<file path="src/pkg/uet_defines.vh">
// Register map, field positions and codes for the USB endpoint transaction block
`ifndef UET_DEFINES_VH
`define UET_DEFINES_VH

// ----------------------------------------
// Register offsets
// ----------------------------------------
`define UET_HADDR_OFS 16'h1FEF
`define UET_FN_ADDR_REG_OFS 16'h1FEE
`define UET_GSTATE_OFS 16'h1FF2
`define UET_USB_IRQ_STATUS_REG_OFS 16'h1FF0
`define UET_USB_IRQ_ACK_REG_OFS 16'h1FF1
`define UET_CFG0_OFS 16'h1FE7
`define UET_CFG1_OFS 16'h0024
`define UET_CFG2_OFS 16'h1FE4
`define UET_CFG3_OFS 16'h1FE3
`define UET_CMD0_OFS 16'h1FA7
`define UET_CMD1_OFS 16'h1FDD
`define UET_CMD2_OFS 16'h1FDC
`define UET_CMD3_OFS 16'h1FDB
`define UET_STAT0_OFS 16'h1FA6
`define UET_STAT1_OFS 16'h1FD2
`define UET_STAT2_OFS 16'h1FD1
`define UET_STAT3_OFS 16'h1FD0
`define UET_DAT0_OFS 16'h1FD7
`define UET_DAT1_OFS 16'h1FD5
`define UET_DAT2_OFS 16'h1FD4
`define UET_DAT3_OFS 16'h1FD3

// ----------------------------------------
// Fields and reset values
// ----------------------------------------
`define UET_REG_RST 8'h00
`define UET_CFG_WMASK 8'h8F
`define UET_B_EP_ON 7
`define UET_B_PID 3
`define UET_B_IN_SEL 2
`define UET_B_SINGLE 7
`define UET_B_FUNC_ON 7
`define UET_B_ADDR_EN 0
`define UET_FIFO_DEPTH 4'h8

// ----------------------------------------
// Token and answer codes
// ----------------------------------------
`define UET_TOK_SETUP 2'h0
`define UET_TOK_IN 2'h1
`define UET_TOK_OUT 2'h2
`define UET_RESP_ACK 2'h0
`define UET_RESP_NAK 2'h1
`define UET_RESP_STALL 2'h2
`define UET_RESP_DATA 2'h3

`endif

</file>
<file path="src/logic/uet_ep_mem.v">
// Shared 4 x 8 byte endpoint FIFO storage
`timescale 1ns/100ps
module uet_ep_mem (
	input wire clk,
	input wire we,
	input wire [4:0] wr_addr,
	input wire [7:0] wr_data,
	input wire [4:0] rd_addr_a,
	output wire [7:0] rd_data_a,
	input wire [4:0] rd_addr_b,
	output wire [7:0] rd_data_b
);

	// No reset: contents are only read after being written
	reg [7:0] mem [0:31];

	always @(posedge clk) begin
		if (we) begin
			mem[wr_addr] <= wr_data;
		end
	end

	assign rd_data_a = mem[rd_addr_a];
	assign rd_data_b = mem[rd_addr_b];

endmodule

</file>
<file path="src/logic/uet_core.v">
// Endpoint transaction engine with microcontroller register file
`timescale 1ns/100ps
`include "uet_defines.vh"

// Summary of operation
// [RULE_01] SETUP data stored, ACKed, setup_rcvd, interrupt
// [RULE_02] Status IN gets DATA1 zero length, then send_done
// [RULE_03] Control read IN: data if loaded, else NAK
// [RULE_04] Host ACK clears in_pkt_loaded, sets send_done
// [RULE_05] Read status OUT NAKed while send_done set
// [RULE_06] SETUP clears last_stage_flag
// [RULE_07] Control write OUT stored, ACKed, out_rcvd
// [RULE_08] Firmware programs command register after setup
// [RULE_09] Firmware acknowledges interrupts through irq_clear
// [RULE_10] Firmware ends write data stage with stall
// [RULE_11] New hub address used after enable bit
// [RULE_12] Hub address seven bits, resets to zero
// [RULE_13] Single address mode maps hub endpoint
// [RULE_14] func_on gates function, ignored in single mode
// [RULE_15] Function address seven bits, resets zero
// [RULE_16] ep_on enables each endpoint
// [RULE_17] pid_toggle flips after each good transaction
// [RULE_18] ep_in_sel picks direction, one is IN
// [RULE_19] Endpoint zero kind zero, reserved read zero
// [RULE_20] Unreadable bits read zero, unwritable ignored
// [RULE_21] Firmware sets direction, kind, enable first
// [RULE_22] Bulk IN NAKs until loaded, retries
// [RULE_23] Bulk OUT stored, ACKed, out_rcvd
// [RULE_24] OUT NAKed while out_rcvd, except SETUP
// [RULE_25] setup_rcvd clears other status bits
// [RULE_26] Interrupt held while events unacknowledged
// [RULE_27] Unexpected control token while stall_force STALLs
module uet_core (
	input wire CLK_SYS,
	input wire RST_B,
	input wire [15:0] BUS_ADDR,
	input wire [7:0] BUS_WDATA,
	input wire BUS_WR,
	input wire BUS_RD,
	output reg [7:0] BUS_RDATA,
	output reg IRQ,
	input wire TOK_VALID,
	input wire [1:0] TOK_TYPE,
	input wire [6:0] TOK_ADDR,
	input wire [3:0] TOK_EP,
	input wire RX_VALID,
	input wire [7:0] RX_BYTE,
	input wire RX_PID1,
	input wire RX_END,
	input wire HS_ACK,
	input wire HS_TIMEOUT,
	output reg RESP_VALID,
	output reg [1:0] RESP_CODE,
	output reg RESP_PID1,
	output reg [3:0] RESP_LEN,
	output reg TX_VALID,
	output reg [7:0] TX_BYTE,
	output reg TX_LAST
);

	// ----------------------------------------
	// States and receive modes
	// ----------------------------------------
	localparam ST_IDLE = 2'b00;
	localparam ST_RX = 2'b01;
	localparam ST_TX = 2'b10;
	localparam ST_ACK = 2'b11;
	localparam RXM_SETUP = 3'b000;
	localparam RXM_DATA = 3'b001;
	localparam RXM_STATUS = 3'b010;
	localparam RXM_NAK = 3'b011;
	localparam RXM_STALL = 3'b100;

	function [2:0] dec4;
		input [15:0] a;
		input [15:0] o0;
		input [15:0] o1;
		input [15:0] o2;
		input [15:0] o3;
		begin
			if (a == o0) begin
				dec4 = 3'b100;
			end else if (a == o1) begin
				dec4 = 3'b101;
			end else if (a == o2) begin
				dec4 = 3'b110;
			end else if (a == o3) begin
				dec4 = 3'b111;
			end else begin
				dec4 = 3'b000;
			end
		end
	endfunction

	// Saturates at FIFO depth so overruns never wrap into old data
	function [3:0] sat_inc;
		input [3:0] v;
		begin
			if (v < `UET_FIFO_DEPTH) begin
				sat_inc = v + 4'h1;
			end else begin
				sat_inc = v;
			end
		end
	endfunction

	// ----------------------------------------
	// Registers and state
	// ----------------------------------------
	integer i;
	reg [7:0] hub_addr_reg;
	reg [7:0] fn_addr_reg;
	reg [7:0] gstate;
	reg [6:0] active_hub_addr;
	reg [7:0] cfg [0:3];
	reg [3:0] cptr [0:3];
	reg [3:0] bcnt [0:3];
	reg [3:0] setup_rcvd;
	reg [3:0] out_rcvd;
	reg [3:0] send_done;
	reg [3:0] stall_sent;
	reg [3:0] ctl_read_sel;
	reg [3:0] last_stage_flag;
	reg [3:0] stall_force;
	reg [3:0] in_pkt_loaded;
	reg [3:0] irq_pend;
	reg [1:0] state;
	reg [2:0] rx_mode;
	reg [1:0] cur_ep;
	reg [3:0] uptr;
	reg [3:0] tx_len;
	reg tx_status;
	reg ev_setup;
	reg ev_out;
	reg ev_send;
	reg ev_clr_inpkt;
	reg ev_stall;
	reg ev_tog;
	reg [1:0] ev_ep;
	reg [3:0] ev_cnt;
	reg tok_hit;
	reg [1:0] tok_idx;
	reg [7:0] next_rdata;

	wire single_addr_mode = hub_addr_reg[`UET_B_SINGLE];
	wire func_on = fn_addr_reg[`UET_B_FUNC_ON];
	wire [2:0] cfg_d = dec4(BUS_ADDR, `UET_CFG0_OFS, `UET_CFG1_OFS, `UET_CFG2_OFS, `UET_CFG3_OFS);
	wire [2:0] cmd_d = dec4(BUS_ADDR, `UET_CMD0_OFS, `UET_CMD1_OFS, `UET_CMD2_OFS, `UET_CMD3_OFS);
	wire [2:0] stat_d = dec4(BUS_ADDR, `UET_STAT0_OFS, `UET_STAT1_OFS, `UET_STAT2_OFS, `UET_STAT3_OFS);
	wire [2:0] dat_d = dec4(BUS_ADDR, `UET_DAT0_OFS, `UET_DAT1_OFS, `UET_DAT2_OFS, `UET_DAT3_OFS);
	wire [1:0] dsel = dat_d[1:0];
	wire [3:0] dptr = cptr[dsel];
	wire tok_ctl = (tok_idx == 2'd1) || ((tok_idx == 2'd0) && !single_addr_mode); // see [RULE_13]
	wire [7:0] tok_cfg = cfg[tok_idx];
	wire [7:0] cur_cfg = cfg[cur_ep];
	wire rx_store = (state == ST_RX) && RX_VALID && (uptr < `UET_FIFO_DEPTH)
		&& ((rx_mode == RXM_SETUP) || (rx_mode == RXM_DATA));
	wire cpu_we = BUS_WR && dat_d[2] && (dptr < `UET_FIFO_DEPTH);
	wire [7:0] mem_a;
	wire [7:0] mem_b;

	// Receive path wins the single write port; firmware must not fill during a receive
	uet_ep_mem u_mem (
		.clk(CLK_SYS),
		.we(rx_store | cpu_we),
		.wr_addr(rx_store ? {cur_ep, uptr[2:0]} : {dsel, dptr[2:0]}),
		.wr_data(rx_store ? RX_BYTE : BUS_WDATA),
		.rd_addr_a({dsel, dptr[2:0]}),
		.rd_data_a(mem_a),
		.rd_addr_b({cur_ep, uptr[2:0]}),
		.rd_data_b(mem_b)
	);

	// ----------------------------------------
	// Token address and endpoint decode
	// ----------------------------------------
	// Hub wins when hub and function share an address, as both do after reset
	always @* begin
		tok_hit = 1'b0;
		tok_idx = 2'd0;
		if (single_addr_mode) begin
			if (TOK_ADDR == active_hub_addr && TOK_EP < 4'h4) begin // see [RULE_13] [RULE_14]
				tok_hit = 1'b1;
				tok_idx = (TOK_EP == 4'h3) ? 2'd0 : TOK_EP[1:0] + 2'd1;
			end
		end else if (TOK_ADDR == active_hub_addr && TOK_EP == 4'h0) begin // see [RULE_11]
			tok_hit = 1'b1;
		end else if (func_on && TOK_ADDR == fn_addr_reg[6:0] && TOK_EP < 4'h3) begin // see [RULE_14] [RULE_15]
			tok_hit = 1'b1;
			tok_idx = TOK_EP[1:0] + 2'd1;
		end
		tok_hit = tok_hit & cfg[tok_idx][`UET_B_EP_ON]; // see [RULE_16]
	end

	// ----------------------------------------
	// Register read decode
	// ----------------------------------------
	always @* begin
		next_rdata = 8'h00; // see [RULE_20]
		if (BUS_ADDR == `UET_HADDR_OFS) begin
			next_rdata = hub_addr_reg;
		end else if (BUS_ADDR == `UET_FN_ADDR_REG_OFS) begin
			next_rdata = fn_addr_reg;
		end else if (BUS_ADDR == `UET_GSTATE_OFS) begin
			next_rdata = gstate;
		end else if (BUS_ADDR == `UET_USB_IRQ_STATUS_REG_OFS) begin
			next_rdata = {4'h0, irq_pend};
		end else if (cfg_d[2]) begin
			next_rdata = cfg[cfg_d[1:0]]; // see [RULE_19]
		end else if (cmd_d[2]) begin
			next_rdata = {ctl_read_sel[cmd_d[1:0]], last_stage_flag[cmd_d[1:0]],
				stall_force[cmd_d[1:0]], in_pkt_loaded[cmd_d[1:0]], 4'h0};
		end else if (stat_d[2]) begin
			next_rdata = {4'h0, stall_sent[stat_d[1:0]], setup_rcvd[stat_d[1:0]],
				out_rcvd[stat_d[1:0]], send_done[stat_d[1:0]]};
		end else if (dat_d[2]) begin
			next_rdata = mem_a;
		end
	end

	// ----------------------------------------
	// Register file and endpoint flags
	// ----------------------------------------
	// Hardware sets are applied last so an event beats a same-cycle clear
	always @(posedge CLK_SYS or negedge RST_B) begin
		if (!RST_B) begin
			hub_addr_reg <= `UET_REG_RST; // see [RULE_12]
			fn_addr_reg <= `UET_REG_RST; // see [RULE_15]
			gstate <= `UET_REG_RST;
			active_hub_addr <= 7'h00;
			setup_rcvd <= 4'h0;
			out_rcvd <= 4'h0;
			send_done <= 4'h0;
			stall_sent <= 4'h0;
			ctl_read_sel <= 4'h0;
			last_stage_flag <= 4'h0;
			stall_force <= 4'h0;
			in_pkt_loaded <= 4'h0;
			irq_pend <= 4'h0;
			IRQ <= 1'b0;
			BUS_RDATA <= 8'h00;
			for (i = 0; i < 4; i = i + 1) begin
				cfg[i] <= `UET_REG_RST;
				cptr[i] <= 4'h0;
				bcnt[i] <= 4'h0;
			end
		end else begin
			BUS_RDATA <= BUS_RD ? next_rdata : 8'h00;
			IRQ <= |irq_pend; // see [RULE_26]
			if (BUS_WR) begin
				if (BUS_ADDR == `UET_HADDR_OFS) begin
					hub_addr_reg <= BUS_WDATA;
				end else if (BUS_ADDR == `UET_FN_ADDR_REG_OFS) begin
					fn_addr_reg <= BUS_WDATA;
				end else if (BUS_ADDR == `UET_GSTATE_OFS) begin
					gstate <= BUS_WDATA;
					if (BUS_WDATA[`UET_B_ADDR_EN]) begin
						active_hub_addr <= hub_addr_reg[6:0]; // see [RULE_11]
					end
				end else if (BUS_ADDR == `UET_USB_IRQ_ACK_REG_OFS) begin
					irq_pend <= irq_pend & ~BUS_WDATA[3:0]; // see [RULE_09]
				end
			end
			for (i = 0; i < 4; i = i + 1) begin
				if (BUS_WR && cfg_d[2] && cfg_d[1:0] == i[1:0]) begin
					cfg[i] <= BUS_WDATA & `UET_CFG_WMASK; // see [RULE_18] [RULE_20]
				end
				if (BUS_WR && cmd_d[2] && cmd_d[1:0] == i[1:0]) begin
					ctl_read_sel[i] <= BUS_WDATA[7]; // see [RULE_08]
					last_stage_flag[i] <= BUS_WDATA[6];
					stall_force[i] <= BUS_WDATA[5];
					in_pkt_loaded[i] <= BUS_WDATA[4];
					if (BUS_WDATA[3]) begin
						stall_sent[i] <= 1'b0;
					end
					if (BUS_WDATA[2]) begin
						setup_rcvd[i] <= 1'b0;
					end
					if (BUS_WDATA[1]) begin
						out_rcvd[i] <= 1'b0;
					end
					if (BUS_WDATA[0]) begin
						send_done[i] <= 1'b0;
					end
				end
				if (dat_d[2] && dsel == i[1:0]) begin
					if (BUS_WR) begin
						cptr[i] <= sat_inc(dptr);
						bcnt[i] <= sat_inc(dptr);
					end else if (BUS_RD) begin
						cptr[i] <= sat_inc(dptr);
					end
				end
				if (ev_ep == i[1:0]) begin
					if (ev_tog) begin
						cfg[i][`UET_B_PID] <= ~cfg[i][`UET_B_PID]; // see [RULE_17]
					end
					if (ev_setup) begin
						cfg[i][`UET_B_PID] <= 1'b1; // see [RULE_17]
						setup_rcvd[i] <= 1'b1; // see [RULE_01]
						out_rcvd[i] <= 1'b0; // see [RULE_25]
						send_done[i] <= 1'b0;
						stall_sent[i] <= 1'b0;
						last_stage_flag[i] <= 1'b0; // see [RULE_06]
					end
					if (ev_out) begin
						out_rcvd[i] <= 1'b1; // see [RULE_07] [RULE_23]
						bcnt[i] <= ev_cnt;
					end
					if (ev_send) begin
						send_done[i] <= 1'b1; // see [RULE_02] [RULE_04]
					end
					if (ev_clr_inpkt) begin
						in_pkt_loaded[i] <= 1'b0; // see [RULE_04] [RULE_22]
					end
					if (ev_stall) begin
						stall_sent[i] <= 1'b1;
					end
					if (ev_setup | ev_out | ev_send | ev_stall) begin
						irq_pend[i] <= 1'b1; // see [RULE_26]
						cptr[i] <= 4'h0;
					end
				end
			end
		end
	end

	// ----------------------------------------
	// Transaction sequencer
	// ----------------------------------------
	always @(posedge CLK_SYS or negedge RST_B) begin
		if (!RST_B) begin
			state <= ST_IDLE;
			rx_mode <= RXM_NAK;
			cur_ep <= 2'd0;
			uptr <= 4'h0;
			tx_len <= 4'h0;
			tx_status <= 1'b0;
			ev_setup <= 1'b0;
			ev_out <= 1'b0;
			ev_send <= 1'b0;
			ev_clr_inpkt <= 1'b0;
			ev_stall <= 1'b0;
			ev_tog <= 1'b0;
			ev_ep <= 2'd0;
			ev_cnt <= 4'h0;
			RESP_VALID <= 1'b0;
			RESP_CODE <= `UET_RESP_ACK;
			RESP_PID1 <= 1'b0;
			RESP_LEN <= 4'h0;
			TX_VALID <= 1'b0;
			TX_BYTE <= 8'h00;
			TX_LAST <= 1'b0;
		end else begin
			RESP_VALID <= 1'b0;
			TX_VALID <= 1'b0;
			TX_LAST <= 1'b0;
			ev_setup <= 1'b0;
			ev_out <= 1'b0;
			ev_send <= 1'b0;
			ev_clr_inpkt <= 1'b0;
			ev_stall <= 1'b0;
			ev_tog <= 1'b0;
			ev_ep <= cur_ep;
			case (state)
				ST_IDLE: begin
					if (TOK_VALID && tok_hit) begin
						cur_ep <= tok_idx;
						uptr <= 4'h0;
						if (TOK_TYPE == `UET_TOK_SETUP) begin
							// Early SETUP is taken even over unread OUT data
							rx_mode <= tok_ctl ? RXM_SETUP : RXM_STALL; // see [RULE_01] [RULE_24]
							state <= ST_RX;
						end else if (TOK_TYPE == `UET_TOK_OUT) begin
							state <= ST_RX;
							if (tok_ctl && ctl_read_sel[tok_idx]) begin
								if (send_done[tok_idx] || out_rcvd[tok_idx]) begin
									rx_mode <= RXM_NAK; // see [RULE_05]
								end else begin
									rx_mode <= RXM_STATUS; // see [RULE_05]
								end
							end else if (tok_ctl && last_stage_flag[tok_idx] && stall_force[tok_idx]) begin
								rx_mode <= RXM_STALL; // see [RULE_27]
							end else if (!tok_ctl && tok_cfg[`UET_B_IN_SEL]) begin
								rx_mode <= RXM_STALL; // see [RULE_18]
							end else if (out_rcvd[tok_idx]) begin
								rx_mode <= RXM_NAK; // see [RULE_24]
							end else begin
								rx_mode <= RXM_DATA; // see [RULE_07] [RULE_23]
							end
						end else if (TOK_TYPE == `UET_TOK_IN) begin
							RESP_VALID <= 1'b1;
							RESP_LEN <= 4'h0;
							RESP_PID1 <= 1'b1;
							if (tok_ctl && last_stage_flag[tok_idx] && !ctl_read_sel[tok_idx]) begin
								RESP_CODE <= `UET_RESP_DATA; // see [RULE_02]
								tx_status <= 1'b1;
								tx_len <= 4'h0;
								state <= ST_ACK;
							end else if ((tok_ctl && ctl_read_sel[tok_idx] && !last_stage_flag[tok_idx])
								|| (!tok_ctl && tok_cfg[`UET_B_IN_SEL])) begin
								if (in_pkt_loaded[tok_idx]) begin
									RESP_CODE <= `UET_RESP_DATA; // see [RULE_03] [RULE_22]
									RESP_PID1 <= tok_cfg[`UET_B_PID];
									RESP_LEN <= bcnt[tok_idx];
									tx_status <= 1'b0;
									tx_len <= bcnt[tok_idx];
									state <= (bcnt[tok_idx] == 4'h0) ? ST_ACK : ST_TX;
								end else begin
									RESP_CODE <= `UET_RESP_NAK; // see [RULE_03] [RULE_22]
								end
							end else if (!tok_ctl || stall_force[tok_idx]) begin
								RESP_CODE <= `UET_RESP_STALL; // see [RULE_27]
								ev_stall <= 1'b1;
								ev_ep <= tok_idx;
							end else begin
								RESP_CODE <= `UET_RESP_NAK;
							end
						end
					end
				end
				ST_RX: begin
					if (rx_store) begin
						uptr <= sat_inc(uptr);
					end
					if (TOK_VALID) begin
						state <= ST_IDLE;
					end else if (RX_END) begin
						state <= ST_IDLE;
						RESP_VALID <= 1'b1;
						RESP_CODE <= `UET_RESP_ACK;
						ev_cnt <= uptr;
						if (rx_mode == RXM_SETUP) begin
							ev_setup <= 1'b1; // see [RULE_01]
						end else if (rx_mode == RXM_STATUS) begin
							ev_out <= 1'b1; // see [RULE_05]
						end else if (rx_mode == RXM_DATA) begin
							// A repeated packet with a stale PID is ACKed but not flagged; its bytes still overwrite the FIFO
							if (RX_PID1 == cur_cfg[`UET_B_PID]) begin
								ev_out <= 1'b1; // see [RULE_07] [RULE_23]
								ev_tog <= 1'b1; // see [RULE_17]
							end
						end else if (rx_mode == RXM_NAK) begin
							RESP_CODE <= `UET_RESP_NAK; // see [RULE_24]
						end else begin
							RESP_CODE <= `UET_RESP_STALL; // see [RULE_27]
							ev_stall <= 1'b1;
						end
					end
				end
				ST_TX: begin
					TX_VALID <= 1'b1;
					TX_BYTE <= mem_b;
					uptr <= sat_inc(uptr);
					if (sat_inc(uptr) >= tx_len) begin
						TX_LAST <= 1'b1;
						state <= ST_ACK;
					end
				end
				default: begin
					// Loaded data stays put, so a lost ACK means a retry on the next IN
					if (HS_ACK) begin
						state <= ST_IDLE;
						ev_send <= 1'b1; // see [RULE_02] [RULE_04]
						ev_clr_inpkt <= ~tx_status; // see [RULE_04]
						ev_tog <= ~tx_status; // see [RULE_17]
					end else if (HS_TIMEOUT) begin
						state <= ST_IDLE; // see [RULE_04] [RULE_22]
					end
				end
			endcase
		end
	end

endmodule

</file>
<file path="config.mk">
export PLATFORM = sky130hd
export DESIGN_NAME = uet_core
export DESIGN_NICKNAME = d
export VERILOG_FILES = /design/src/logic/uet_ep_mem.v /design/src/logic/uet_core.v
export VERILOG_INCLUDE_DIRS = /design/src /design/src/pkg
export SDC_FILE = /design/constraint.sdc
export NUM_CORES = 1
export LEC_CHECK = 0
export BUFFER_PORTS_ARGS = -buffer_cell sky130_fd_sc_hd__buf_2
export CORE_UTILIZATION = 35
export CTS_CLUSTER_DIAMETER = 150
export CTS_CLUSTER_SIZE = 10
export DETAILED_ROUTE_END_ITERATION = 7
export SLEW_MARGIN = 20
export SYNTH_ARGS = -nofsm -noshare
export SYNTH_HDL_FRONTEND = slang
export SYNTH_SLANG_ARGS = --single-unit
</file>
<file path="constraint.sdc">
create_clock -name CLK_SYS -period 3.7 [get_ports CLK_SYS]
set_input_delay 1.11 -clock CLK_SYS [delete_from_list [all_inputs] [get_ports CLK_SYS]]
set_output_delay 1.11 -clock CLK_SYS [all_outputs]
set_load 0.02 [all_outputs]
</file>
=== Word level (Yosys, flattened, before mapping) ===
Memory sizes are Yosys's and may differ from the RTL's. A register that Yosys moved wholly into a read port is not among the register bits.
Cells that the tools add are included.

* Flip-flop bits (word level): 166
* Bits in latches: 0
* Memory bits (writable): 256
* Memory bits (read-only): 0
* Bits of input ports: 55
* Output and inout bits: 27
* Word-level logic and storage cells: 576
* Memories: 1

* Add/subtract/negate cells: 3
* Multipliers: 0
* Divide/modulo/power cells: 0
* Magnitude comparators: 12
* Equality and inequality tests: 57
* Shifts and indexed selects: 0
* Muxes and demuxes: 353
* Bitwise operators: 21
* Reductions and logical operators: 72

{| class="wikitable"
|+ Memory list
! name !! depth !! bits a word !! rd ports !! clocked after Yosys merged registers in !! write ports !! RTL line !! source
|-
| u_mem.mem || 32 || 8 || 2 || 1 || 1 || uet_ep_mem.v:15 || <nowiki>reg [7:0] mem [0:31];</nowiki>
|}

{| class="wikitable"
|+ Operators with widths
! operator !! count
|-
| 16-bit by 13-bit equality test with 1-bit output, second input constant || 20
|-
| 4-bit 2-to-1 mux || 62
|-
| 1-bit 2-to-1 mux || 189
|-
| 8-bit 2-to-1 mux || 14
|-
| 2-bit 2-to-1 mux || 40
|-
| 3-bit 2-to-1 mux || 22
|-
| 8-bit binary-select mux with 2-bit select || 3
|-
| 1-bit logical AND || 31
|-
| 1-bit binary-select mux with 2-bit select || 14
|-
| 7-bit AND reduction || 3
|-
| 2-bit equality test, second input constant || 10
|-
| 4-bit binary-select mux with 2-bit select || 2
|-
| 16-bit by 6-bit equality test with 1-bit output, second input constant || 1
|-
| 2-bit inequality test, second input constant || 8
|-
| 2-bit by 1-bit equality test with 1-bit output, second input constant || 7
|-
| 7-bit equality test || 2
|-
| 2-bit zero test || 7
|-
| 3-bit >= comparator, second input constant || 4
|-
| 2-bit NOT with 3-bit output || 4
|-
| 4-bit case mux with 3 select lines || 1
|-
| 3-bit AND reduction || 4
|-
| 5-bit inequality test, second input constant || 2
|-
| 1-bit NOT || 10
|-
| 5-bit AND reduction || 2
|-
| other kinds (33) || 56
|}

=== Depth between registers and ports, before layout ===
Gate-level depths: netlist (run 1).

* Depth after elaboration: 20
* Gate-level depth with buffers: 15
* Depth with buffers taken out: 11

=== Modules after synthesis ===
From an unflattened synthesis (run 1), not the netlist that was laid out.

* Cell total of the unflattened synthesis: 1,414
* Area, all modules: 21,434.3 um^2

{| class="wikitable"
|+ Modules (own cells, without submodules)
! module !! times used !! cells an instance !! area an instance (um^2) !! sequential area each (um^2)
|-
| uet_ep_mem || 1 || 516 || 11,887.7 || 7,687.4
|-
| uet_core || 1 || 898 || 9,546.7 || 4,356.7
|}

=== Least setup slack after synthesis (run 1) ===
OpenSTA, ideal clock, no wires.

* Path kind: input-to-reg
* Start: input port BUS_ADDR[13]
* End: memory u_mem.mem[30][0], enable pin
* Setup time: 370 ps
* Arrival: 4,059 ps
* Data required time: 3,330 ps
* Slack: -730 ps
* Stages on the path: 11
* Buffers on the path: 2
* Path through: or4b_4 > or4_1 > buf_2 > nor2_2 > mux2i_1 > mux2_2 > and3_1 > a31oi_1 > or2_2 > buf_2 > nor2_1

* Longest elaborated chain between the ends: 14
* Elaborated cells between the ends (all ways): 19
* Classes of those cells: order compare (1); eq/ne (4); mux (10); bitwise (2); reduce/logical (2)

{| class="wikitable"
|+ RTL lines
! what !! RTL line !! source
|-
| from (decl) || uet_core.v:36 || <nowiki>input wire [15:0] BUS_ADDR,</nowiki>
|-
| 16-bit by 13-bit equality test with 1-bit output || uet_core.v:87 || <nowiki>end else if (a == o3) begin</nowiki>
|-
| 3-bit 2-to-1 mux || uet_core.v:87 ||
|-
| 3-bit 2-to-1 mux || uet_core.v:85 || <nowiki>end else if (a == o2) begin</nowiki>
|-
| 3-bit 2-to-1 mux || uet_core.v:83 || <nowiki>end else if (a == o1) begin</nowiki>
|-
| 3-bit 2-to-1 mux * || uet_core.v:81 || <nowiki>if (a == o0) begin</nowiki>
|-
| 2-bit NOT with 3-bit output (not written as such) || uet_core.v:152 || <nowiki>wire [3:0] dptr = cptr[dsel];</nowiki>
|-
| 4-bit binary-select mux with 2-bit select || uet_core.v:152 ||
|-
| 4-bit 2-to-1 mux (not written as such) (2 in a row) || uet_core.v:152 ||
|-
| 4-bit less-than comparator (no source line) || -- ||
|-
| 1-bit logical AND || uet_core.v:158 || <nowiki>wire cpu_we = BUS_WR && dat_d[2] && (dptr < `UET_FIFO_DEPTH);</nowiki>
|-
| 1-bit OR || uet_core.v:165 || <nowiki>.we(rx_store | cpu_we),</nowiki>
|-
| 1-bit 2-to-1 mux || uet_ep_mem.v:18 || <nowiki>if (we) begin</nowiki>
|-
| 1-bit 2-to-1 mux (not written as such) || uet_ep_mem.v:19 || <nowiki>mem[wr_addr] <= wr_data;</nowiki>
|-
| to (decl) || uet_ep_mem.v:15 ||
|}

Every way passes the cells marked *; elsewhere a longest branch is shown, timed or not. The select of a mux whose other input is x is not followed.

=== Worst setup path in the final report (run 1) ===
* Start: input port BUS_ADDR[14]
* End: register BUS_RDATA[0]

* Longest elaborated chain between the ends: 19
* Elaborated cells between the ends (all ways): 56
* Classes of those cells: eq/ne (20); mux (33); bitwise (2); memory (1)

{| class="wikitable"
|+ RTL lines
! what !! RTL line !! source
|-
| 16-bit by 13-bit equality test with 1-bit output || uet_core.v:87 ||
|-
| 3-bit 2-to-1 mux || uet_core.v:87 ||
|-
| 3-bit 2-to-1 mux || uet_core.v:85 ||
|-
| 3-bit 2-to-1 mux || uet_core.v:83 ||
|-
| 3-bit 2-to-1 mux || uet_core.v:81 ||
|-
| 2-bit NOT with 3-bit output (not written as such) || uet_core.v:152 ||
|-
| 4-bit binary-select mux with 2-bit select || uet_core.v:152 ||
|-
| 4-bit 2-to-1 mux (not written as such) (2 in a row) || uet_core.v:152 ||
|-
| [... 2 more ...] || -- ||
|-
| 8-bit 2-to-1 mux || uet_core.v:213 || <nowiki>end else if (stat_d[2]) begin</nowiki>
|-
| 8-bit 2-to-1 mux || uet_core.v:210 || <nowiki>end else if (cmd_d[2]) begin</nowiki>
|-
| 8-bit 2-to-1 mux || uet_core.v:208 || <nowiki>end else if (cfg_d[2]) begin</nowiki>
|-
| 8-bit 2-to-1 mux || uet_core.v:206 || <nowiki>end else if (BUS_ADDR == `UET_USB_IRQ_STATUS_REG_OFS) begin</nowiki>
|-
| 8-bit 2-to-1 mux || uet_core.v:204 || <nowiki>end else if (BUS_ADDR == `UET_GSTATE_OFS) begin</nowiki>
|-
| 8-bit 2-to-1 mux || uet_core.v:202 || <nowiki>end else if (BUS_ADDR == `UET_FN_ADDR_REG_OFS) begin</nowiki>
|-
| 8-bit 2-to-1 mux * || uet_core.v:200 || <nowiki>if (BUS_ADDR == `UET_HADDR_OFS) begin</nowiki>
|-
| 8-bit 2-to-1 mux * || uet_core.v:248 || <nowiki>BUS_RDATA <= BUS_RD ? next_rdata : 8'h00;</nowiki>
|-
| to (signal assigned) || uet_core.v:248 ||
|-
| to (decl) || uet_core.v:40 || <nowiki>output reg [7:0] BUS_RDATA,</nowiki>
|}

Marked as above.
A chain may end at the register's enable or synchronous reset.

==> impl_results.md, run 1 <==
- Register area share after synthesis: between 50 and 60%
- CTS Sinks: 430
- Max reg flops: about 260
- Post-Place Worst Slack: -0.930 ns
- Layout cell share with drive strength beyond 1: between 20% and 30%
- Vias in the first global route: between 15000 and 20000
- Drt wl/cell: 25.0 um
- WL final: just under 80000 um
- Remaining Overflow, GRT: 0
- Final Hold Vio Count: 0
- Distinct cells, synth: 84
- Max stage delay cell, worst path: or4b_4
- I/O pin count: 82
- Area Growth Syn to Fin: 26.7%
- DIE WIDTH: approximately 250 um
- Final net count: around 2300
- Crit path max fanout: 19
- Reg clk slew, reported paths: 0.06 ns
- Max-Cap Viols: 0
- Detailed-route via count: approximately 18000
- Starting density of the core: a little over a third
- WP data arrival: 4.25 ns
- Async S/R FF share, synth: approximately two fifths
- Via density: about 5.8
- Status: finished, violations left
- Worst clock skew: about 0.035 ns
- Antenna Nets Post-Route: 0
- CTS Buf Count: between 40 and 50
- Worst rel slew slack: a little over two fifths
- Synthesized area: between 0.02 and 0.025 mm^2
- Pin count of the biggest net entering global routing: 63
- Clock root cell: clkbuf_16
- Crit Path Class: in -> reg
- Min Tclk post-route: about 3.8 ns
- Slew at the pin closest to its max-slew limit: between 0.8 and 0.9 ns
- Number of remaining DRC errors: 0
- Hold crit path type: reg -> reg
- Worst EP required: approximately 4.2 ns
- F_max: between 0.2 and 0.3 GHz
- Syn Nets: about 1900
- Most frequent cells in the layout: 261 x buf_4, 256 x edfxtp_1, 244 x nand2_1
- Count of pins over their slew limit: 0
- LEAKAGE: around 11 nW
- Clock buffer depth: 3
- Initial DRC Count: roughly 2000
- Mapped Cells: around 1900
- Yosys warns: 0
- H-tree lvl count: 2
- RSZ-0062 raised after global routing: true
- Crit path buffers/inverters: 4
- Largest reg by FF count: u_mem.mem
- Final Power: 13.2 mW
- Hpwl dp: 55000 um
- # hold bufs at CTS: 0
- Tot GR Track Use: around 24%
- GP Congestion: 0.988
- Violated checks: negative setup slack
- Largest delay contributor family on the critical path: simple AND/OR/NAND/NOR gates
- Total die area: 0.0636 mm^2
- EDFF count, synth: between 200 and 300
- Synth Flop Type: edfxtp_1
- Pwr Density: approximately 480 mW/mm^2
- TritonRoute pass-1 iters: 6
- Cell mode on critical path: buf_12
- Core Area: ~0.062 mm^2
- Syn Area/Cell: roughly 12 um^2
- Max incr delay on CP: 0.54 ns
- Core Rows: 91
- TritonCTS clock tree: built
- Biggest regs: u_mem.mem x256, cfg x20
- Clk_lat worst skew: about 0.6 ns
- Worst Setup End Kind: register
- Die Y-Extent: 252 um
- First-pass GRT wire length: 116000 um
- Crit path launch type: input port
- Setup-failing EPs final: 16
- Final WS setup: -0.0566 ns
- Final worst-path cycle share: 102%
- Commonest non-fill, non-tap cell in the layout: buf_4
- IO Port Bufs: 81
- Cell Chain, Critical Path: buf_6 > or4b_4 > or4_4 > buf_12 > a211o_1 > o22ai_4 > buf_12 > mux2i_2 > a22oi_1 > a21oi_1 > nor2_2 > buf_4 > a32o_1
- Yosys reg bits: between 400 and 500
- Initial antenna violation count: 2
- Max rail drop VDD: 0.323 mV
==> cell usage after synthesis (9+ instances only) <==
cell type	count	area [um^2]
nand2_1	245	920
a221o_1	19	190
a21o_1	12	90.1
nor2b_1	11	68.8
edfxtp_1	256	7690
a211oi_1	12	90.1
ha_1	13	163
or3_1	9	56.3
buf_1	18	67.6
nand4_1	23	144
nor2_1	155	582
clkbuf_1	56	210
and2_1	10	62.6
nor3_1	25	125
or4_1	10	75.1
o21ai_0	63	315
dfrtp_1	172	4300
inv_1	25	93.8
o22ai_1	31	194
nand3_1	34	170
a22oi_1	14	105
buf_2	16	80.1
o221ai_1	35	307
mux2i_1	168	1680
a31oi_1	12	75.1
nor4_1	9	56.3
mux2_2	70	788
mux4_2	42	946
xnor2_1	18	158
a21oi_1	113	566
a221oi_1	13	114
a32o_1	10	100
nand2b_1	14	87.6
and3_1	10	62.6
==> layout make-up <==
cell class | count | area [um^2]
fillers | 5659 | 34000
flip-flops and latches | 430 | 12000
multi-input cells | 1308 | 9900
repair buffers | 387 | 3260
clock buffers | 79 | 1320
well taps | 837 | 1050
inverters | 28 | 118
clock inverters | 2 | 50.0
diodes | 1 | 2.50
==> layer usage <==
metal / vias up / track usage, % / routed length, um
met4: 0 / 10.5 / 3300
met2: 917 / 39.3 / 36100
met1: 8920 / 31.8 / 31000
met5: - / 0 / 0
li1: 7818 / - / -
met3: 168 / 4.46 / 6490
==> final timing paths <==
| kind | startpoint | to | slack, ns | cells past startpoint |
|---|---|---|---|---|
| setup / recovery | BUS_ADDR[14] | BUS_RDATA[0] | -0.06 | 13 |
| hold / removal | tx_status | ev_clr_inpkt | 0.45 | 1 |
| setup reg to reg | active_hub_addr[0] | ev_ep[0] | 0.48 | 10 |
| hold reg to reg | tx_status | ev_clr_inpkt | 0.45 | 1 |
| max in group asynchronous | RST_B | uptr[0] | 2.35 | 2 |
| min in group asynchronous | RST_B | fn_addr_reg[7] | 0.51 | 1 |
==> timing repair <==
action | CTS | global route
resized for setup | 25 | 22
pin swaps | 5 | 4
buffers inserted | 5 | 10
setup endpoints to repair | 108 | 179
cloned | 4 | 1
==> stage by stage <==
stage | hold slack [ns] | utilization [%] | setup TNS [ns] | cells | instance area (um^2)
4_1_cts | 0.448 | 44.5 | -0.0241 | 3060 | 27500
2_1_floorplan | 0.416 | - | -63.49 | 1869 | 22500
5_1_grt | 0.479 | 45.0 | -2.74 | 3071 | 27700
3_5_place_dp | 0.439 | 41.9 | -189.28 | 2970 | 25900
3_3_place_gp | 0.445 | 41.9 | -179.94 | 2970 | 25900
6_report | 0.451 | 45.0 | -0.475 | 3072 | 27700
==> report_power, final <==
group          internal (mW)  switching [mW]  total [mW]
Sequential              5.46           0.193        5.65
Combinational           1.18            1.99        3.17
Clock                   2.42            1.94        4.36
Total                   9.06            4.13        13.2
==> cell families after synthesis <==
kind of cell / after synthesis / synth area share [%]
AND/OR/NAND/NOR: 580 / 12.0
flip-flops: 430 / 55.0
AO/OA/AOI/OAI: 412 / 13.0
multiplexers: 282 / 15.8
buffers and inverters: 132 / 2.73
XOR/XNOR: 20 / 0.800
adder cells (fa/ha/maj): 13 / 0.743
(Power assumes the default switching activity.)
==> inputs of run 2 (changes only) <==
PLACE_DENSITY = 0.48   (was default)
SLEW_MARGIN = 10   (was 20)
==> impl_results.md, run 2 (synthesis results as in run 1) <==
- Cell Chain, Critical Path: buf_6 > or4b_4 > or4_4 > buf_8 > a2111oi_4 > a21o_1 > inv_4 > buf_4 > mux2i_1 > a22oi_1 > buf_4 > nand4_1 > nor4_2 > buf_4 > o221a_1
- Combinational share of power: 24.1% (about the same)
- Met2 Use GR: 42.1% (+2.8 points)
- Via density: 5.67 (-2.3%)
- Reg2Reg Capture Point: ev_ep[0]
- Reg clk slew, reported paths: 0.06 ns (about the same)
- Remaining Overflow, GRT: 0 (unchanged)
- Commonest non-fill, non-tap cell in the layout: buf_4
- WL final: 79900 um (+3.8%)
- Status: finished, violations left
- Clock Power Share: 33.4% (+0.3 points)
- Pwr Density: 473 mW/mm^2 (-0.49%)
- CTS Sinks: 430 (unchanged)
- Core Rows: 91 (unchanged)
- Clock root cell: clkbuf_16
- Max reg flops: 256 (unchanged)
- NetSw: 4.18 mW (+1.2%)
- Final worst-path cycle share: 102% (+0.64 points)
- Violated checks: negative setup slack
- TritonRoute pass-1 iters: 5 (-1)
- Diodes inserted: 0 (-1)
- Worst rel slew slack: 31.8% (-9.9 points)
- Worst clock skew: 0.0406 ns (+0.00522 ns)
- IO Port Bufs: 81 (unchanged)
- Area Growth Syn to Fin: 28.5%
- Setup tns final: -0.232 ns (+0.244 ns)
- GR Layer Usage met3: 3.15% (-1.3 points)
- Sequential power share: 42.5% (-0.4 points)
- Pin count of the biggest net entering global routing: 73 (+16%)
- LEAKAGE: 11.1 nW (+2.0%)
- Largest delay contributor family on the critical path: simple AND/OR/NAND/NOR gates
- Cell mode on critical path: buf_4
- Worst Setup End Kind: register
- GP Congestion: 0.930 (-5.9%)
- WP data arrival: 4.33 ns (+0.08 ns)
- Biggest regs: u_mem.mem x256, cfg x20
- Hold Crit Depth: 2 (+1)
- Crit path max fanout: 8 (-11)
- Final Hold Vio Count: 0 (unchanged)
- Largest reg by FF count: u_mem.mem
- Detailed-route via count: 17566 (-1.4%)
- Initial antenna violation count: 1 (-1)
- Max rail drop VDD: 0.304 mV (-5.7%)
- Count of pins over their slew limit: 0 (unchanged)
- Final net count: 2299 (+1.2%)
- Max incr delay on CP: 0.53 ns (about the same)
- Max stage delay cell, worst path: or4b_4
- Min Tclk post-route: 3.78 ns (+0.0236 ns)
- Max-Cap Viols: 0 (unchanged)
- Internal: 9.12 mW (+0.74%)
- Drt wl/cell: 25.8 um (+2.9%)
- Min-delay src: RESP_CODE[0]
- R2R setup slack: 0.46 ns (-0.02 ns)
- Post-Place Worst Slack: -0.796 ns (+0.134 ns)
- Switching part of the total power: 31.4% (+0.090 points)
- Hold crit path type: reg -> reg
- Starting density of the core: 35.5% (unchanged)
- H-tree lvl count: 2 (unchanged)
- RSZ-0062 raised after global routing: true
- R2r startpoint: active_hub_addr[5]
- Layout cell share with drive strength beyond 1: 31.3% (+1.5 points)
- Die Y-Extent: 252 um (unchanged)
- Tot GR Track Use: 24.9% (+0.67 points)
- Clock buffer depth: 3 (unchanged)
- Hold worst-path end: RESP_CODE[0]
- Total die area: 0.0636 mm^2 (unchanged)
- DIE WIDTH: 252 um (unchanged)
- CTS Buf Count: 48 (unchanged)
- Setup-failing EPs final: 5 (-11)
- I/O pin count: 82 (unchanged)
- F_max: 0.265 GHz (-0.62%)
- Crit Path Class: in -> reg
- Crit path buffers/inverters: 6 (+2)
- First-pass GRT wire length: 117000 um (+1.1%)
- Number of remaining DRC errors: 0 (unchanged)
- # hold bufs at CTS: 0 (unchanged)
- Antenna Nets Post-Route: 0 (unchanged)
- Initial DRC Count: 1764 (-12%)
- Core Area: 0.0617 mm^2 (unchanged)
- Busiest layer in global routing: met2
- Crit path launch type: input port
- Hpwl dp: 58400 um (+6.0%)
- Vias in the first global route: 17530 (-2.9%)
- Final WS setup: -0.0801 ns (-0.0236 ns)
- Slew at the pin closest to its max-slew limit: 1.01 ns (+0.138 ns)
- TritonCTS clock tree: built
- Clk_lat worst skew: 0.62 ns (about the same)
- Most frequent cells in the layout: 283 x buf_4, 256 x edfxtp_1, 244 x nand2_1
- Worst Reg2Reg Path Length in Cells: 10 (unchanged)
- Grt met1 use: 32.5% (+0.69 points)
- Worst EP required: 4.25 ns (+0.06 ns)
## run 2: changes by cell type in the layout (fill, tap and decap cells not counted), moves of 5 or more
cell,change
buf_4,+22
buf_12,+7
o22ai_2,+5
o22ai_1,-5
## run 2: power groups by stage
stage	combinational (mW)	clock [mW]	sequential, mW
after global routing	3.42	4.68	5.67
after floorplan	1.85	0	5.73
after CTS	3.16	4.53	5.65
after detailed placement	3.15	0	5.74
after global placement	3.12	0	5.74
final	3.20	4.44	5.65
## run 2: cell type report
| class | count | area, um^2 |
|---|---|---|
| fillers | 5706 | 33600 |
| flip-flops and latches | 430 | 12000 |
| multi-input cells | 1307 | 10000 |
| repair buffers | 416 | 3540 |
| clock buffers | 79 | 1340 |
| well taps | 837 | 1050 |
| inverters | 28 | 110 |
| clock inverters | 2 | 40.0 |
## run 2: worst register-to-register path, cell delays in order, from the launching register on
cell and delay [ns]:
dfrtp_1 0.40, xnor2_1 0.24, nand4_1 0.25, or4_1 0.60, and3_1 0.22, o211ai_1 0.23
buf_4 0.20, o21ai_2 0.08, nand2b_1 0.18, or3_1 0.41, mux2_1 0.33
## run 2: layer usage
metal / wire [um] / part of all wire [%]
met2: 38500 / 48
met5: 0 / 0
met4: 3110 / 3.9
met1: 34000 / 43
met3: 4270 / 5.3
## run 2: metrics by stage
| step | hold WS, ns | area, um^2 | util, % | power (mW) | std cells |
|---|---|---|---|---|---|
| floorplan | 0.416 | 22500 | - | 7.58 | 1869 |
| global placement | 0.453 | 26100 | 42.3 | 8.86 | 2995 |
| detailed placement | 0.467 | 26100 | 42.3 | 8.89 | 2995 |
| CTS | 0.481 | 27700 | 44.9 | 13.3 | 3082 |
| global route | 0.501 | 28100 | 45.6 | 13.8 | 3099 |
| finish | 0.475 | 28100 | 45.6 | 13.3 | 3099 |
## run 2: worst max-delay path by stage
stage                             from            to  slack [ns]  cells past startpoint
after floorplan           BUS_ADDR[14]      bcnt[10]       -0.38                     15
after global placement    BUS_ADDR[14]  BUS_RDATA[5]       -0.77                     13
after detailed placement  BUS_ADDR[14]  BUS_RDATA[5]       -0.80                     13
after CTS                 BUS_ADDR[14]  BUS_RDATA[4]       -0.04                     13
after global routing      BUS_ADDR[14]  BUS_RDATA[5]       -0.16                     15
final                     BUS_ADDR[14]  BUS_RDATA[5]       -0.08                     15
## run 2: repair_timing
item / in CTS / in global routing
buffers inserted: 4 / 16
gates resized for setup: 22 / 49
endpoints found under the setup margin: 13 / 267
pin swaps: 2 / 19
hold endpoints to repair: 0 / 0
cloned: 2 / 2
==> inputs of run 3 (changes only) <==
clock period = 4.1 ns   (was 3.7 ns; I/O delays follow)
==> impl_results.md, run 3 (synthesis results as in run 1) <==
- Status: completed
- Min Tclk post-route: slightly above 4 ns
- Worst EP required: 4.57 ns (+0.32 ns)
- Clk_lat worst skew: 0.60 ns (-0.02 ns)
- Final Power: 11.8 mW (-11%)
- Switching part of the total power: 31.0% (-0.39 points)
- Core Rows: 91 (unchanged)
- H-tree lvl count: 2 (unchanged)
- IO Port Bufs: 81 (unchanged)
- Largest reg by FF count: u_mem.mem
- Biggest regs: u_mem.mem x256, cfg x20
- Commonest non-fill, non-tap cell in the layout: edfxtp_1
- Worst clock skew: 0.0365 ns (-0.00414 ns)
- Reg2Reg Capture Point: ev_ep[0]
- Combinational share of power: 23.2% (-0.9 points)
- DIE WIDTH: 252 um (unchanged)
- Total die area: 0.0636 mm^2 (unchanged)
- WL final: 77400 um (-3.1%)
- Diodes inserted: 0 (unchanged)
- Pin count of the biggest net entering global routing: 87 (+19%)
- Max stage delay cell, worst path: or4b_4
- Initial DRC Count: 1482 (-16%)
- Worst Setup End Kind: register
- LEAKAGE: 10.6 nW (-4.0%)
- Max-Cap Viols: 0 (unchanged)
- Antenna Nets Post-Route: 0 (unchanged)
- Internal: 8.13 mW (-11%)
- Hold crit path type: reg -> reg
- NetSw: 3.65 mW (-12%)
- Die Y-Extent: 252 um (unchanged)
- Fin area: 0.0272 mm^2 (-3.4%)
- Final worst-path cycle share: 98.1%
- Final WS setup: 0.0794 ns (+0.160 ns)
- Final net count: 2240 (-2.6%)
- Post-CTS setup buffers: 0 (-4)
- Most frequent cells in the layout: 256 x edfxtp_1, 244 x nand2_1, 238 x buf_4
- Hold worst-path end: ev_clr_inpkt
- CTS Buf Count: 48 (unchanged)
- Area of the multi-input gates: 0.00965 mm^2 (-3.5%)
- RSZ-0062 raised after global routing: false
- Cell mode on critical path: buf_4
- Final Hold Vio Count: 0 (unchanged)
- Core Area: 0.0617 mm^2 (unchanged)
- Crit Path Class: in -> reg
- Reg clk slew, reported paths: 0.05 ns (about the same)
- Detailed-route via count: 17186 (-2.2%)
- Number of remaining DRC errors: 0 (unchanged)
- Setup-failing EPs final: 0 (-5)
- First-pass GRT wire length: 115000 um (-1.7%)
- # hold bufs at CTS: 0 (unchanged)
- WP data arrival: 4.49 ns (+0.16 ns)
- Max rail drop VDD: 0.295 mV (-2.9%)
- Fillers: 5758 (+0.91%)
- Max reg flops: 256 (unchanged)
- CP Launch Point: BUS_ADDR[14]
- Count of pins over their slew limit: 0 (unchanged)
- Sequential power share: 43.6% (+1.1 points)
- Drt wl/cell: 25.5 um (-1.2%)
- Worst rel slew slack: 19.5% (-12 points)
- Tot GR Track Use: 24.4% (-0.59 points)
- GP Congestion: 0.902 (-2.9%)
- TritonRoute pass-1 iters: 5 (unchanged)
- Via density: 5.65 (-0.26%)
- Crit path max fanout: 8 (unchanged)
- Register Area: 0.0120 mm^2 (unchanged)
- Clock root cell: clkbuf_16
- R2r startpoint: active_hub_addr[5]
- Crit path launch type: input port
- TritonCTS clock tree: built
- Min-delay src: tx_status
- Cell Chain, Critical Path: buf_2 > or4b_4 > or4_4 > o41ai_2 > nor2_4 > buf_4 > nor2_2 > buf_4 > a22oi_1 > a21oi_1 > nor2_1 > buf_4 > a32o_1
- Layout cell share with drive strength beyond 1: 27.3% (-4.0 points)
- Max incr delay on CP: 0.54 ns (about the same)
- # resized after CTS: 0 (-100%)
- Remaining Overflow, GRT: 0 (unchanged)
- Hold Crit Depth: 1 (-1)
- Worst Reg2Reg Path Length in Cells: 11 (+1)
- CTS Sinks: 430 (unchanged)
- F_max: between 0.2 and 0.25 GHz
- Starting density of the core: 35.5% (unchanged)
- Initial antenna violation count: 1 (unchanged)
- Post-Place Worst Slack: -0.565 ns (+0.231 ns)
- Hpwl dp: 56600 um (-3.0%)
- Area Growth Syn to Fin: 24.0%
- DP Area: 0.0258 mm^2 (-1.3%)
- Pwr Density: 434 mW/mm^2 (-8.2%)
- I/O pin count: 82 (unchanged)
- Clock buffer depth: 3 (unchanged)
- R2R setup slack: 0.73 ns (+0.27 ns)
- Slew at the pin closest to its max-slew limit: 1.19 ns (+0.183 ns)
- Vias in the first global route: 17241 (-1.6%)
- Clock Power Share: 33.2% (-0.2 points)
-- run 3: cell count changes in the layout (fill, tap and decap cells not counted), moves of 7 or more --
cell,change
o21ai_0,+7
buf_4,-45
nor2_4,-7
a21oi_1,+8
buf_6,-8
a21oi_2,-8
-- run 3: metal layers --
metal	routed length, um	share of wire, %	GRT usage (%)
met2	37100	48	40.9
met4	2540	3.3	8.38
met1	33900	44	32.3
met3	3840	5.0	3.22
met5	12	0.016	0
-- run 3: worst max-delay path by stage --
| stage | endpoint | cells after the start | slack [ns] |
|---|---|---|---|
| after CTS | BUS_RDATA[0] | 13 | 0.04 |
| after detailed placement | BUS_RDATA[0] | 13 | -0.57 |
| after global routing | BUS_RDATA[0] | 13 | 0.01 |
| final | BUS_RDATA[0] | 13 | 0.08 |
| after floorplan | bcnt[10] | 15 | -0.11 |
| after global placement | BUS_RDATA[1] | 13 | -0.53 |
-- run 3: power groups by stage --
stage                     Combinational (mW)  Clock [mW]  Sequential [mW]
after floorplan                         1.65           0             5.17
after global placement                  2.72           0             5.22
after detailed placement                2.74           0             5.23
after CTS                               2.75        4.01             5.14
after global routing                    2.94        4.15             5.17
final                                   2.74        3.91             5.14
-- run 3: cell type report --
cell class	count	area share, %
timing repair buffer	357	10.9
clock inverter	2	0.0921
tap	837	3.86
sequential	430	44.4
clock buffer	79	4.85
multi-input combinational	1307	35.5
inverter	28	0.401
-- run 3: through the flow --
stage / utilization, % / hold slack [ns] / std cells / TNS, ns
final: 44.0 / 0.461 / 3040 / 0
after global routing: 44.0 / 0.487 / 3040 / 0
after detailed placement: 41.8 / 0.455 / 2959 / -92.14
after CTS: 44.0 / 0.463 / 3040 / 0
after global placement: 41.8 / 0.454 / 2959 / -75.34
after floorplan: - / 0.416 / 1869 / -0.114
-- run 3: critical path: cells and delay by family --
family	cells	cell delay, ns
buf+inv	4	0.68
simple gates	5	1.52
compound gates	4	1.03
